===== src/include/css_pkg.sv =====
package css_pkg;
	// Register indices; byte address is four times the index
	localparam logic [19:0] IDX_KA_SUB       = 20'h1060A;
	localparam logic [19:0] IDX_BACKUP       = 20'h1060B;
	localparam logic [19:0] IDX_OW_SUB       = 20'h1060F;
	localparam logic [19:0] IDX_SYM_SUB      = 20'h10619;
	localparam logic [19:0] IDX_ZONE_SEL     = 20'h1061A;
	localparam logic [19:0] IDX_PAGE_RD      = 20'h1061C;
	localparam logic [19:0] IDX_RS_SUB       = 20'h1061D;
	localparam logic [19:0] IDX_EXEC         = 20'h1061E;
	localparam logic [19:0] IDX_KL_SUB       = 20'h1061F;
	localparam logic [19:0] IDX_AES_SLOT     = 20'h10620;
	localparam logic [19:0] IDX_KL_CTRL      = 20'h10622;
	localparam logic [19:0] IDX_RS_CTRL      = 20'h10623;
	localparam logic [19:0] IDX_AUTH_CTRL    = 20'h10624;
	localparam logic [19:0] IDX_PW_LOC       = 20'h10626;
	localparam logic [19:0] IDX_PERM_STAT    = 20'h10627;
	localparam int          ADDR_W           = 20;
	localparam int          DATA_W           = 32;

	// Reset values
	localparam logic [2:0]  RST_SUB3         = 3'h0;
	localparam logic [3:0]  RST_SUB4         = 4'h0;
	localparam logic [7:0]  RST_ZONE_SEL     = 8'h00;
	localparam logic [2:0]  RST_PW_LOC       = 3'h1;

	// Sub-state codes
	localparam logic [2:0]  SUB_STANDBY      = 3'h1;
	localparam logic [2:0]  KA_KEYGEN        = 3'h2;
	localparam logic [2:0]  KA_CRYPT         = 3'h3;
	localparam logic [2:0]  OW_DESTROY1      = 3'h4;
	localparam logic [3:0]  SYM_RUNREADY     = 4'h4;
	localparam logic [3:0]  SYM_RS_CREATE    = 4'h8;
	localparam logic [3:0]  SYM_KEY_LOAD     = 4'h9;
	localparam logic [3:0]  SYM_INT_LO       = 4'hA;
	localparam logic [3:0]  SYM_INT_HI       = 4'hD;
	localparam logic [3:0]  SYM_DEC_WRITE    = 4'hE;
	localparam logic [3:0]  SYM_ENC_READ     = 4'hF;
	localparam logic [2:0]  RS_WR_EEP        = 3'h4;
	localparam logic [2:0]  RS_WR_BUF        = 3'h7;
	localparam logic [2:0]  KL_WR_EEP        = 3'h4;
	localparam logic [2:0]  PW_SUPER         = 3'h5;

	// Field positions
	localparam int          ZS_SLICE_LSB     = 6;
	localparam int          ZS_SUBPG_LSB     = 4;
	localparam int          KL_SAVE_BIT      = 4;
	localparam int          KL_TEXT_LSB      = 2;
	localparam int          RS_DIRECT_BIT    = 6;
	localparam int          RS_INDEX_LSB     = 4;
	localparam int          RS_SAVE_BIT      = 2;
	localparam int          RS_UPPER_BIT     = 1;
	localparam int          AUTH_DONE_BIT    = 1;
	localparam int          PERM_UID_BIT     = 0;
	localparam int          PERM_W           = 6;

	// User zone address map
	localparam logic [3:0]  ZONE_RESERVED    = 4'h0;
	localparam logic [3:0]  UZ_ADDR_TOP      = 4'hF;
	localparam logic [5:0]  UZ_SUBPG_LOW     = 6'h00;
	localparam logic [1:0]  RS_IDX_BLOCK1    = 2'h1;
	localparam logic [1:0]  RS_IDX_BLOCK3    = 2'h3;
	localparam logic [6:0]  SLICE_LOW        = 7'h00;
endpackage


===== src/rtl/css_regs.sv =====
// Implementation choice: the APB slave port.
`timescale 1ns/10ps
// Function
// - Key-agreement field: standby, keygen, crypt codes.
// - Backup bit starts sequence; zero means finished.
// - Overwrite field: standby, detour, destroy0, destroy1.
// - Symmetric field selects eight host-visible sub-states.
// - Codes E/F: decrypt-write, encrypt-read activity.
// - Fifteen zones, four pages, four subpages.
// - Bits 7:6 pick 128-bit page slice.
// - Bits 5:4 pick subpage address range.
// - Bits 3:0 pick zone; zero reserved.
// - Any write loads one page into buffer.
// - Root-serial steps run on execute write.
// - Key-load save select: decrypt or text.
// - Key-load text select feeds decryptor text.
// - Key-load key select feeds decryptor key.
// - Root-serial index names key to create/read.
// - Slot-3 direct read needs UID, index not 1/3.
// - Auth direction bit; writing one completes.
// - Password location, reset one, picks password.
// - Read-only permission flags from password logic.
module css_regs
	import css_pkg::*;
(
	input  wire logic                     I_CLK_SYS,
	input  wire logic                     I_RST_N,
	input  wire logic                     I_PSEL,
	input  wire logic                     I_PENABLE,
	input  wire logic                     I_PWRITE,
	input  wire logic [css_pkg::ADDR_W-1:0] I_PADDR,
	input  wire logic [css_pkg::DATA_W-1:0] I_PWDATA,
	input  wire logic [3:0]               I_PSTRB,
	output logic      [css_pkg::DATA_W-1:0] O_PRDATA,
	output logic                          O_PREADY,
	output logic                          O_PSLVERR,
	input  wire logic                     I_BACKUP_DONE,
	input  wire logic [css_pkg::PERM_W-1:0] I_PERM_STATUS,
	output logic      [2:0]               O_KA_STATE,
	output logic                          O_BACKUP_BUSY,
	output logic      [2:0]               O_OW_STATE,
	output logic      [3:0]               O_SYM_STATE,
	output logic                          O_DEC_WRITE_ACT,
	output logic                          O_ENC_READ_ACT,
	output logic      [1:0]               O_SLICE_SEL,
	output logic      [8:0]               O_SLICE_LSB,
	output logic      [1:0]               O_SUBPAGE_SEL,
	output logic      [3:0]               O_ZONE_SEL,
	output logic      [15:0]              O_UZ_ADDR,
	output logic                          O_PAGE_READ_STB,
	output logic      [2:0]               O_RS_STATE,
	output logic      [2:0]               O_KL_STATE,
	output logic                          O_EXEC_STB,
	output logic      [1:0]               O_AES_SLOT,
	output logic                          O_KL_SAVE_SEL,
	output logic      [1:0]               O_KL_TEXT_SEL,
	output logic      [1:0]               O_KL_KEY_SEL,
	output logic      [1:0]               O_RS_INDEX,
	output logic                          O_SLOT3_READ_EN,
	output logic                          O_RND_UPPER,
	output logic                          O_RND_LOWER,
	output logic                          O_RSC_SAVE_SEL,
	output logic                          O_AUTH_DIR,
	output logic                          O_AUTH_DONE_STB,
	output logic      [2:0]               O_PW_LOC,
	output logic      [css_pkg::PERM_W-1:0] O_PERM_STATUS
);
	import css_pkg::*;

	// ----------------------------------------------------------------
	// Bus decode
	// ----------------------------------------------------------------
	logic [ADDR_W-1:0] idx;
	logic              setup;
	logic              wr_en;
	logic              hit;
	logic              ro_hit;
	logic [7:0]        wd;
	logic [2:0]        ka_q;
	logic              backup_q;
	logic [2:0]        ow_q;
	logic [3:0]        sym_q;
	logic [7:0]        zone_q;
	logic [2:0]        rs_q;
	logic [2:0]        kl_q;
	logic [1:0]        slot_q;
	logic [4:0]        klc_q;
	logic [6:0]        rsc_q;
	logic              dir_q;
	logic [2:0]        pw_q;
	logic [PERM_W-1:0] perm_q;
	logic [7:0]        rd_byte;

	assign idx   = {2'b00, I_PADDR[ADDR_W-1:2]};
	assign setup = I_PSEL && !I_PENABLE;
	// Byte lane 0 carries every field; other lanes are ignored
	assign wr_en = I_PSEL && I_PENABLE && O_PREADY && I_PWRITE && I_PSTRB[0] && !O_PSLVERR;
	assign wd    = I_PWDATA[7:0];

	always_comb begin
		hit    = 1'b1;
		ro_hit = 1'b0;
		unique case (idx)
			IDX_KA_SUB, IDX_BACKUP, IDX_OW_SUB, IDX_SYM_SUB, IDX_ZONE_SEL, IDX_PAGE_RD, IDX_RS_SUB,
			IDX_EXEC, IDX_KL_SUB, IDX_AES_SLOT, IDX_KL_CTRL, IDX_RS_CTRL, IDX_AUTH_CTRL,
			IDX_PW_LOC:    hit    = 1'b1;
			IDX_PERM_STAT: ro_hit = 1'b1;
			default:       hit    = 1'b0;
		endcase
	end

	always_comb begin
		rd_byte = 8'h00;
		unique case (idx)
			IDX_KA_SUB:    rd_byte = {5'h00, ka_q};
			IDX_BACKUP:    rd_byte = {7'h00, backup_q};
			IDX_OW_SUB:    rd_byte = {5'h00, ow_q};
			IDX_SYM_SUB:   rd_byte = {4'h0, sym_q};
			IDX_ZONE_SEL:  rd_byte = zone_q;
			IDX_RS_SUB:    rd_byte = {5'h00, rs_q};
			IDX_KL_SUB:    rd_byte = {5'h00, kl_q};
			IDX_AES_SLOT:  rd_byte = {6'h00, slot_q};
			IDX_KL_CTRL:   rd_byte = {3'h0, klc_q};
			IDX_RS_CTRL:   rd_byte = {1'b0, rsc_q};
			IDX_AUTH_CTRL: rd_byte = {7'h00, dir_q};
			IDX_PW_LOC:    rd_byte = {5'h00, pw_q};
			IDX_PERM_STAT: rd_byte = {2'h0, perm_q};
			default:       rd_byte = 8'h00;
		endcase
	end

	// ----------------------------------------------------------------
	// APB answer: no wait state, decided in the setup cycle
	// ----------------------------------------------------------------
	always_ff @(posedge I_CLK_SYS) begin
		if (!I_RST_N) begin
			O_PREADY  <= 1'b0;
			O_PSLVERR <= 1'b0;
			O_PRDATA  <= 32'h0000_0000;
		end else begin
			O_PREADY  <= setup;
			// Unmapped index or write to the status word is an error
			O_PSLVERR <= setup && (!(hit || ro_hit) || (ro_hit && I_PWRITE));
			O_PRDATA  <= (setup && !I_PWRITE) ? {24'h00_0000, rd_byte} : 32'h0000_0000;
		end
	end

	// ----------------------------------------------------------------
	// Sub-state fields
	// ----------------------------------------------------------------
	logic wr_ka;
	logic wr_ow;
	logic wr_sym;
	logic wr_rs;
	logic wr_kl;
	logic sym_ok;

	assign wr_ka  = wr_en && (idx == IDX_KA_SUB);
	assign wr_ow  = wr_en && (idx == IDX_OW_SUB);
	assign wr_sym = wr_en && (idx == IDX_SYM_SUB);
	assign wr_rs  = wr_en && (idx == IDX_RS_SUB);
	assign wr_kl  = wr_en && (idx == IDX_KL_SUB);
	// Codes A..D belong to the hardware's own sequencing
	assign sym_ok = (wd[3:0] >= {1'b0, SUB_STANDBY} && wd[3:0] <= SYM_RUNREADY) || wd[3:0] == SYM_RS_CREATE ||
			wd[3:0] == SYM_KEY_LOAD || wd[3:0] >= SYM_DEC_WRITE;

	always_ff @(posedge I_CLK_SYS) begin
		if (!I_RST_N) begin
			ka_q <= RST_SUB3;
		end else if (wr_ka && wd[2:0] >= SUB_STANDBY && wd[2:0] <= KA_CRYPT) begin
			ka_q <= wd[2:0];
		end
	end

	always_ff @(posedge I_CLK_SYS) begin
		if (!I_RST_N) begin
			ow_q <= RST_SUB3;
		end else if (wr_ow && wd[2:0] >= SUB_STANDBY && wd[2:0] <= OW_DESTROY1) begin
			ow_q <= wd[2:0];
		end
	end

	always_ff @(posedge I_CLK_SYS) begin
		if (!I_RST_N) begin
			sym_q <= RST_SUB4;
		end else if (wr_sym && sym_ok) begin
			sym_q <= wd[3:0];
		end
	end

	always_ff @(posedge I_CLK_SYS) begin
		if (!I_RST_N) begin
			rs_q <= RST_SUB3;
		end else if (wr_rs && ((wd[2:0] >= SUB_STANDBY && wd[2:0] <= RS_WR_EEP) || wd[2:0] == RS_WR_BUF)) begin
			rs_q <= wd[2:0];
		end
	end

	always_ff @(posedge I_CLK_SYS) begin
		if (!I_RST_N) begin
			kl_q <= RST_SUB3;
		end else if (wr_kl && wd[2:0] >= SUB_STANDBY && wd[2:0] <= KL_WR_EEP) begin
			kl_q <= wd[2:0];
		end
	end

	// ----------------------------------------------------------------
	// Counter backup: host starts, sequence end clears
	// ----------------------------------------------------------------
	always_ff @(posedge I_CLK_SYS) begin
		if (!I_RST_N) begin
			backup_q <= 1'b0;
		end else if (wr_en && idx == IDX_BACKUP) begin
			// A start written with a done pulse still wins
			backup_q <= wd[0];
		end else if (I_BACKUP_DONE) begin
			backup_q <= 1'b0;
		end
	end

	// ----------------------------------------------------------------
	// Plain configuration fields
	// ----------------------------------------------------------------
	always_ff @(posedge I_CLK_SYS) begin
		if (!I_RST_N) begin
			zone_q <= RST_ZONE_SEL;
			slot_q <= 2'h0;
			klc_q  <= 5'h00;
			rsc_q  <= 7'h00;
			dir_q  <= 1'b0;
			pw_q   <= RST_PW_LOC;
		end else if (wr_en) begin
			if (idx == IDX_ZONE_SEL) begin
				zone_q <= wd;
			end
			if (idx == IDX_AES_SLOT) begin
				slot_q <= wd[1:0];
			end
			if (idx == IDX_KL_CTRL) begin
				klc_q <= wd[4:0];
			end
			if (idx == IDX_RS_CTRL) begin
				rsc_q <= wd[6:0];
			end
			if (idx == IDX_AUTH_CTRL) begin
				dir_q <= wd[0];
			end
			if (idx == IDX_PW_LOC) begin
				pw_q <= wd[2:0];
			end
		end
	end

	// Status is sampled every cycle from same-clock password logic
	always_ff @(posedge I_CLK_SYS) begin
		if (!I_RST_N) begin
			perm_q <= '0;
		end else begin
			perm_q <= I_PERM_STATUS;
		end
	end

	// ----------------------------------------------------------------
	// Registered outputs toward the crypto engine
	// ----------------------------------------------------------------
	always_ff @(posedge I_CLK_SYS) begin
		if (!I_RST_N) begin
			O_PAGE_READ_STB <= 1'b0;
			O_EXEC_STB      <= 1'b0;
			O_AUTH_DONE_STB <= 1'b0;
		end else begin
			// Written value is ignored for page read and execute
			O_PAGE_READ_STB <= wr_en && idx == IDX_PAGE_RD;
			O_EXEC_STB      <= wr_en && idx == IDX_EXEC;
			O_AUTH_DONE_STB <= wr_en && idx == IDX_AUTH_CTRL && wd[AUTH_DONE_BIT];
		end
	end

	always_ff @(posedge I_CLK_SYS) begin
		if (!I_RST_N) begin
			O_KA_STATE      <= RST_SUB3;
			O_BACKUP_BUSY   <= 1'b0;
			O_OW_STATE      <= RST_SUB3;
			O_SYM_STATE     <= RST_SUB4;
			O_DEC_WRITE_ACT <= 1'b0;
			O_ENC_READ_ACT  <= 1'b0;
			O_RS_STATE      <= RST_SUB3;
			O_KL_STATE      <= RST_SUB3;
		end else begin
			O_KA_STATE      <= ka_q;
			O_BACKUP_BUSY   <= backup_q;
			O_OW_STATE      <= ow_q;
			O_SYM_STATE     <= sym_q;
			O_DEC_WRITE_ACT <= sym_q == SYM_DEC_WRITE;
			O_ENC_READ_ACT  <= sym_q == SYM_ENC_READ;
			O_RS_STATE      <= rs_q;
			O_KL_STATE      <= kl_q;
		end
	end

	always_ff @(posedge I_CLK_SYS) begin
		if (!I_RST_N) begin
			O_SLICE_SEL   <= 2'h0;
			O_SLICE_LSB   <= 9'h000;
			O_SUBPAGE_SEL <= 2'h0;
			O_ZONE_SEL    <= ZONE_RESERVED;
			O_UZ_ADDR     <= 16'h0000;
		end else begin
			O_SLICE_SEL   <= zone_q[7:ZS_SLICE_LSB];
			O_SLICE_LSB   <= {zone_q[7:ZS_SLICE_LSB], SLICE_LOW};
			O_SUBPAGE_SEL <= zone_q[5:ZS_SUBPG_LSB];
			O_ZONE_SEL    <= zone_q[3:0];
			// Reserved zone gives no address
			O_UZ_ADDR     <= (zone_q[3:0] == ZONE_RESERVED) ? 16'h0000 :
					{UZ_ADDR_TOP, zone_q[3:0], zone_q[5:ZS_SUBPG_LSB], UZ_SUBPG_LOW};
		end
	end

	always_ff @(posedge I_CLK_SYS) begin
		if (!I_RST_N) begin
			O_AES_SLOT      <= 2'h0;
			O_KL_SAVE_SEL   <= 1'b0;
			O_KL_TEXT_SEL   <= 2'h0;
			O_KL_KEY_SEL    <= 2'h0;
			O_RS_INDEX      <= 2'h0;
			O_SLOT3_READ_EN <= 1'b0;
			O_RND_UPPER     <= 1'b0;
			O_RND_LOWER     <= 1'b0;
			O_RSC_SAVE_SEL  <= 1'b0;
			O_AUTH_DIR      <= 1'b0;
			O_PW_LOC        <= RST_PW_LOC;
			O_PERM_STATUS   <= '0;
		end else begin
			O_AES_SLOT      <= slot_q;
			O_KL_SAVE_SEL   <= klc_q[KL_SAVE_BIT];
			O_KL_TEXT_SEL   <= klc_q[3:KL_TEXT_LSB];
			O_KL_KEY_SEL    <= klc_q[1:0];
			O_RS_INDEX      <= rsc_q[5:RS_INDEX_LSB];
			// Slots tied to index 1 and 3 never leak through this path
			O_SLOT3_READ_EN <= rsc_q[RS_DIRECT_BIT] && perm_q[PERM_UID_BIT] &&
					rsc_q[5:RS_INDEX_LSB] != RS_IDX_BLOCK1 && rsc_q[5:RS_INDEX_LSB] != RS_IDX_BLOCK3;
			O_RND_UPPER     <= rsc_q[RS_UPPER_BIT];
			O_RND_LOWER     <= rsc_q[0];
			O_RSC_SAVE_SEL  <= rsc_q[RS_SAVE_BIT];
			O_AUTH_DIR      <= dir_q;
			O_PW_LOC        <= pw_q;
			O_PERM_STATUS   <= perm_q;
		end
	end
endmodule


===== config.mk =====
export PLATFORM = sky130hd
export DESIGN_NAME = css_regs
export DESIGN_NICKNAME = d
export VERILOG_FILES = /design/src/include/css_pkg.sv /design/src/rtl/css_regs.sv
export SDC_FILE = /design/constraint.sdc
export NUM_CORES = 1
export LEC_CHECK = 0
export ABC_CLOCK_PERIOD_IN_PS = 3500
export BUFFER_PORTS_ARGS = -buffer_cell sky130_fd_sc_hd__buf_4
export CORE_ASPECT_RATIO = 1.1
export CORE_UTILIZATION = 54
export CTS_BUF_LIST = sky130_fd_sc_hd__clkbuf_4
export CTS_CLUSTER_DIAMETER = 40
export CTS_CLUSTER_SIZE = 40
export DETAILED_ROUTE_END_ITERATION = 7
export GPL_TIMING_DRIVEN = 1
export PLACE_DENSITY = 0.91
export SLEW_MARGIN = 20
export SYNTH_ARGS = -nofsm -noshare
export SYNTH_HDL_FRONTEND = slang
export SYNTH_SLANG_ARGS = --single-unit

===== constraint.sdc =====
create_clock -name I_CLK_SYS -period 3.5 [get_ports I_CLK_SYS]
set_input_delay 0.7 -clock I_CLK_SYS [delete_from_list [all_inputs] [get_ports I_CLK_SYS]]
set_output_delay 0.7 -clock I_CLK_SYS [all_outputs]
set_load 0.02 [all_outputs]

==> reports/metrics.csv <==
metric;value;unit
cts_tree;built;
grt_use_total;26.2;%
dieArea;0.00910;sq mm
cts_max_path_buffers;2;
grt_pass1_wl;18.4;mm
grt_use_met2;43.5;%
routabilityCongestion;0.877;
hold_viol_final;0;
cts_buffers;17;
syn_inst;488;
cts_root_buf;clkbuf_4;
clock_skew;0.0113;ns
coreArea;0.00841;sq mm
cp_slowest_cell;or4_1;
hp-class;input pin to register;
cp-start-kind;input pin;
ys_seq_elements;119;
max_freq;0.415;GHz
arrival;2.85;ns
synth_top_area_share;50.6;%
worstPathBufferInverterCount;1;
synth_area_leaders;dfxtp_1 51%, buf_4 6.7%, mux2i_1 6.6%, and2_1 3.7%, nand2_1 3.2%;
slew_viol_final;0;
clkSlewWorstSetupHoldPaths;0.10;ns
cp_top_family;simple AND/OR/NAND/NOR gates;
grt_max_degree;43;
grt_overflow;0;
die_h;100;um
num_vias;3781;
routed_via_density;5.27;
cts_sinks;119;
clock_latency;0.51;ns
synth-seq-area-share;50.6;%
post_cts.repair.setup_buffers;0;
remaining_drc_errors;0;
cap_violations;0;
synth.yosys.warnings;0;
final.setup.tns;0;ns
tightestPinTransition;0.651;ns
postCtsHoldBufs;0;
synth-edff-count;0;
synth_cell_types;57;
syn_to_final_growth;22.4;%
drt_iter0_drc;332;
dominantRegCellSynth;dfxtp_1;
slew_headroom;56.2;%
synth_most_common_cell;dfxtp_1;
grt_util_met3;6.59;%
drive_above_1_share;27.4;%
nets;661;
path_max_fanout;8;
crit_path_end_kind;register;
crit_chain;buf_4 > or4b_4 > or3_1 > or4_1 > a31oi_4;
critPathMaxStageDelay;0.80;ns
wl;11.7;mm
period_needed;2.41;ns
die_w;91.1;um
period_share;68.9;%
design_power_total;2.62;mW
power.leakage;2.84;nW
synth_common_cells;119 x dfxtp_1, 42 x buf_4, 40 x nand2_1, 34 x inv_1, 31 x mux2i_1;
grt_pass1_vias;3652;
rows;35;
cts.htree.levels;4;
grt_setup_unrepaired;false;
port_buffers;113;
grt_util_met1;31.6;%
start_util;56.0;%
avgSynthCellArea;9.65;sq um
ir_drop;0.000232;V
top_usage_layer;met2;
status;complete, no violations;
timing.hold.ws;0.389;ns
antenna_found_initial;1;
synth.largest_area_cell;dfxtp_1;
cp_data_required_time;3.93;ns
synth_area;0.00471;sq mm
setup_viol;0;
criticalPathCategory;input pin to register;
ant_nets;0;
dp_hpwl;8.34;mm
ios;180;
power_density;455;mW/mm^2
post_cts_resized;0;
wl_per_cell;16.2;um
synthArstFlopShare;0;%
first_pass_iters;5;
flip-flops by register name (all words and copies together) (netlist names), 3 cells and up:
signal         cells
O_PRDATA           8
ow_q               3
sym_q              4
rsc_q              7
O_KA_STATE         3
zone_q             8
ka_q               3
O_RS_STATE         3
rs_q               3
kl_q               3
O_SYM_STATE        4
O_KL_STATE         3
O_UZ_ADDR          7
O_ZONE_SEL         4
klc_q              5
O_PW_LOC           3
O_PERM_STATUS      6
O_OW_STATE         3
perm_q             6
pw_q               3
through the flow:
stage          area, sq um  utilization [%]  setup WS, ns  std cells
2_1_floorplan         4850                -         0.928        524
3_3_place_gp          5440             64.7         0.625        685
3_5_place_dp          5440             64.7         0.587        685
4_1_cts               5760             68.6          1.12        717
5_1_grt               5770             68.6          1.07        718
6_report              5770             68.6          1.09        718
layout make-up:
type / instances / area [sq um]
timing repair buffer: 119 / 893
inverter: 34 / 128
multi-input combinational: 302 / 1900
tap: 111 / 139
sequential: 119 / 2380
fill: 639 / 2640
antenna: 1 / 2.50
clock inverter: 13 / 178
clock buffer: 19 / 143
layer usage:
| metal | up-vias | routed length, um |
|---|---|---|
| li1 | 1780 | - |
| met1 | 1770 | 4720 |
| met2 | 200 | 5880 |
| met3 | 31 | 800 |
| met4 | 0 | 247 |
| met5 | - | 0 |
worst paths after layout:
kind                           from                endpoint  slack, ns  depth (start not counted)
max                     I_PADDR[17]  O_PRDATA[2]$_SDFF_PN0_       1.09                          5
min                I_PERM_STATUS[2]    perm_q[2]$_SDFF_PN0_       0.39                          2
max reg2reg     O_PREADY$_SDFF_PN0_   rsc_q[6]$_SDFFE_PN0P_       1.89                          6
min reg2reg  zone_q[7]$_SDFFE_PN0P_  O_PRDATA[7]$_SDFF_PN0_       0.44                          2
kinds of logic (layout without fill, tap and decap cells):
kind of cell           Yosys count  count (layout)  share of synthesized area (%)
AO/OA/AOI/OAI                   51              51                           8.47
other                            1              38                         0.0796
AND/OR/NAND/NOR                176             176                           20.8
flip-flops                     119             119                           50.6
buffers and inverters          103             185                           11.9
multiplexers                    35              35                           7.54
XOR/XNOR                         3               3                          0.558
cell usage in the layout (no fill, tap or decap), types with 8 or more instances in the layout:
cell and instances:
mux2i_1 31, a21oi_1 13, a2bb2oi_1 8, conb_1 37
buf_4 119, nand4_1 10, inv_1 34, nor2_1 25
nand3_1 9, dfxtp_1 119, nor3_1 8, nor2b_1 18
clkbuf_4 19, and2_1 28, nand2_1 40
report_power, final:
part / internal [mW] / leakage, nW / switching, mW
sequential: 1.36 / 0.961 / 0.00359
combinational: 0.0568 / 1.72 / 0.105
clock: 0.578 / 0.164 / 0.517
total: 2.00 / 2.84 / 0.626
Note: power is estimated with default switching activity, not from simulation.
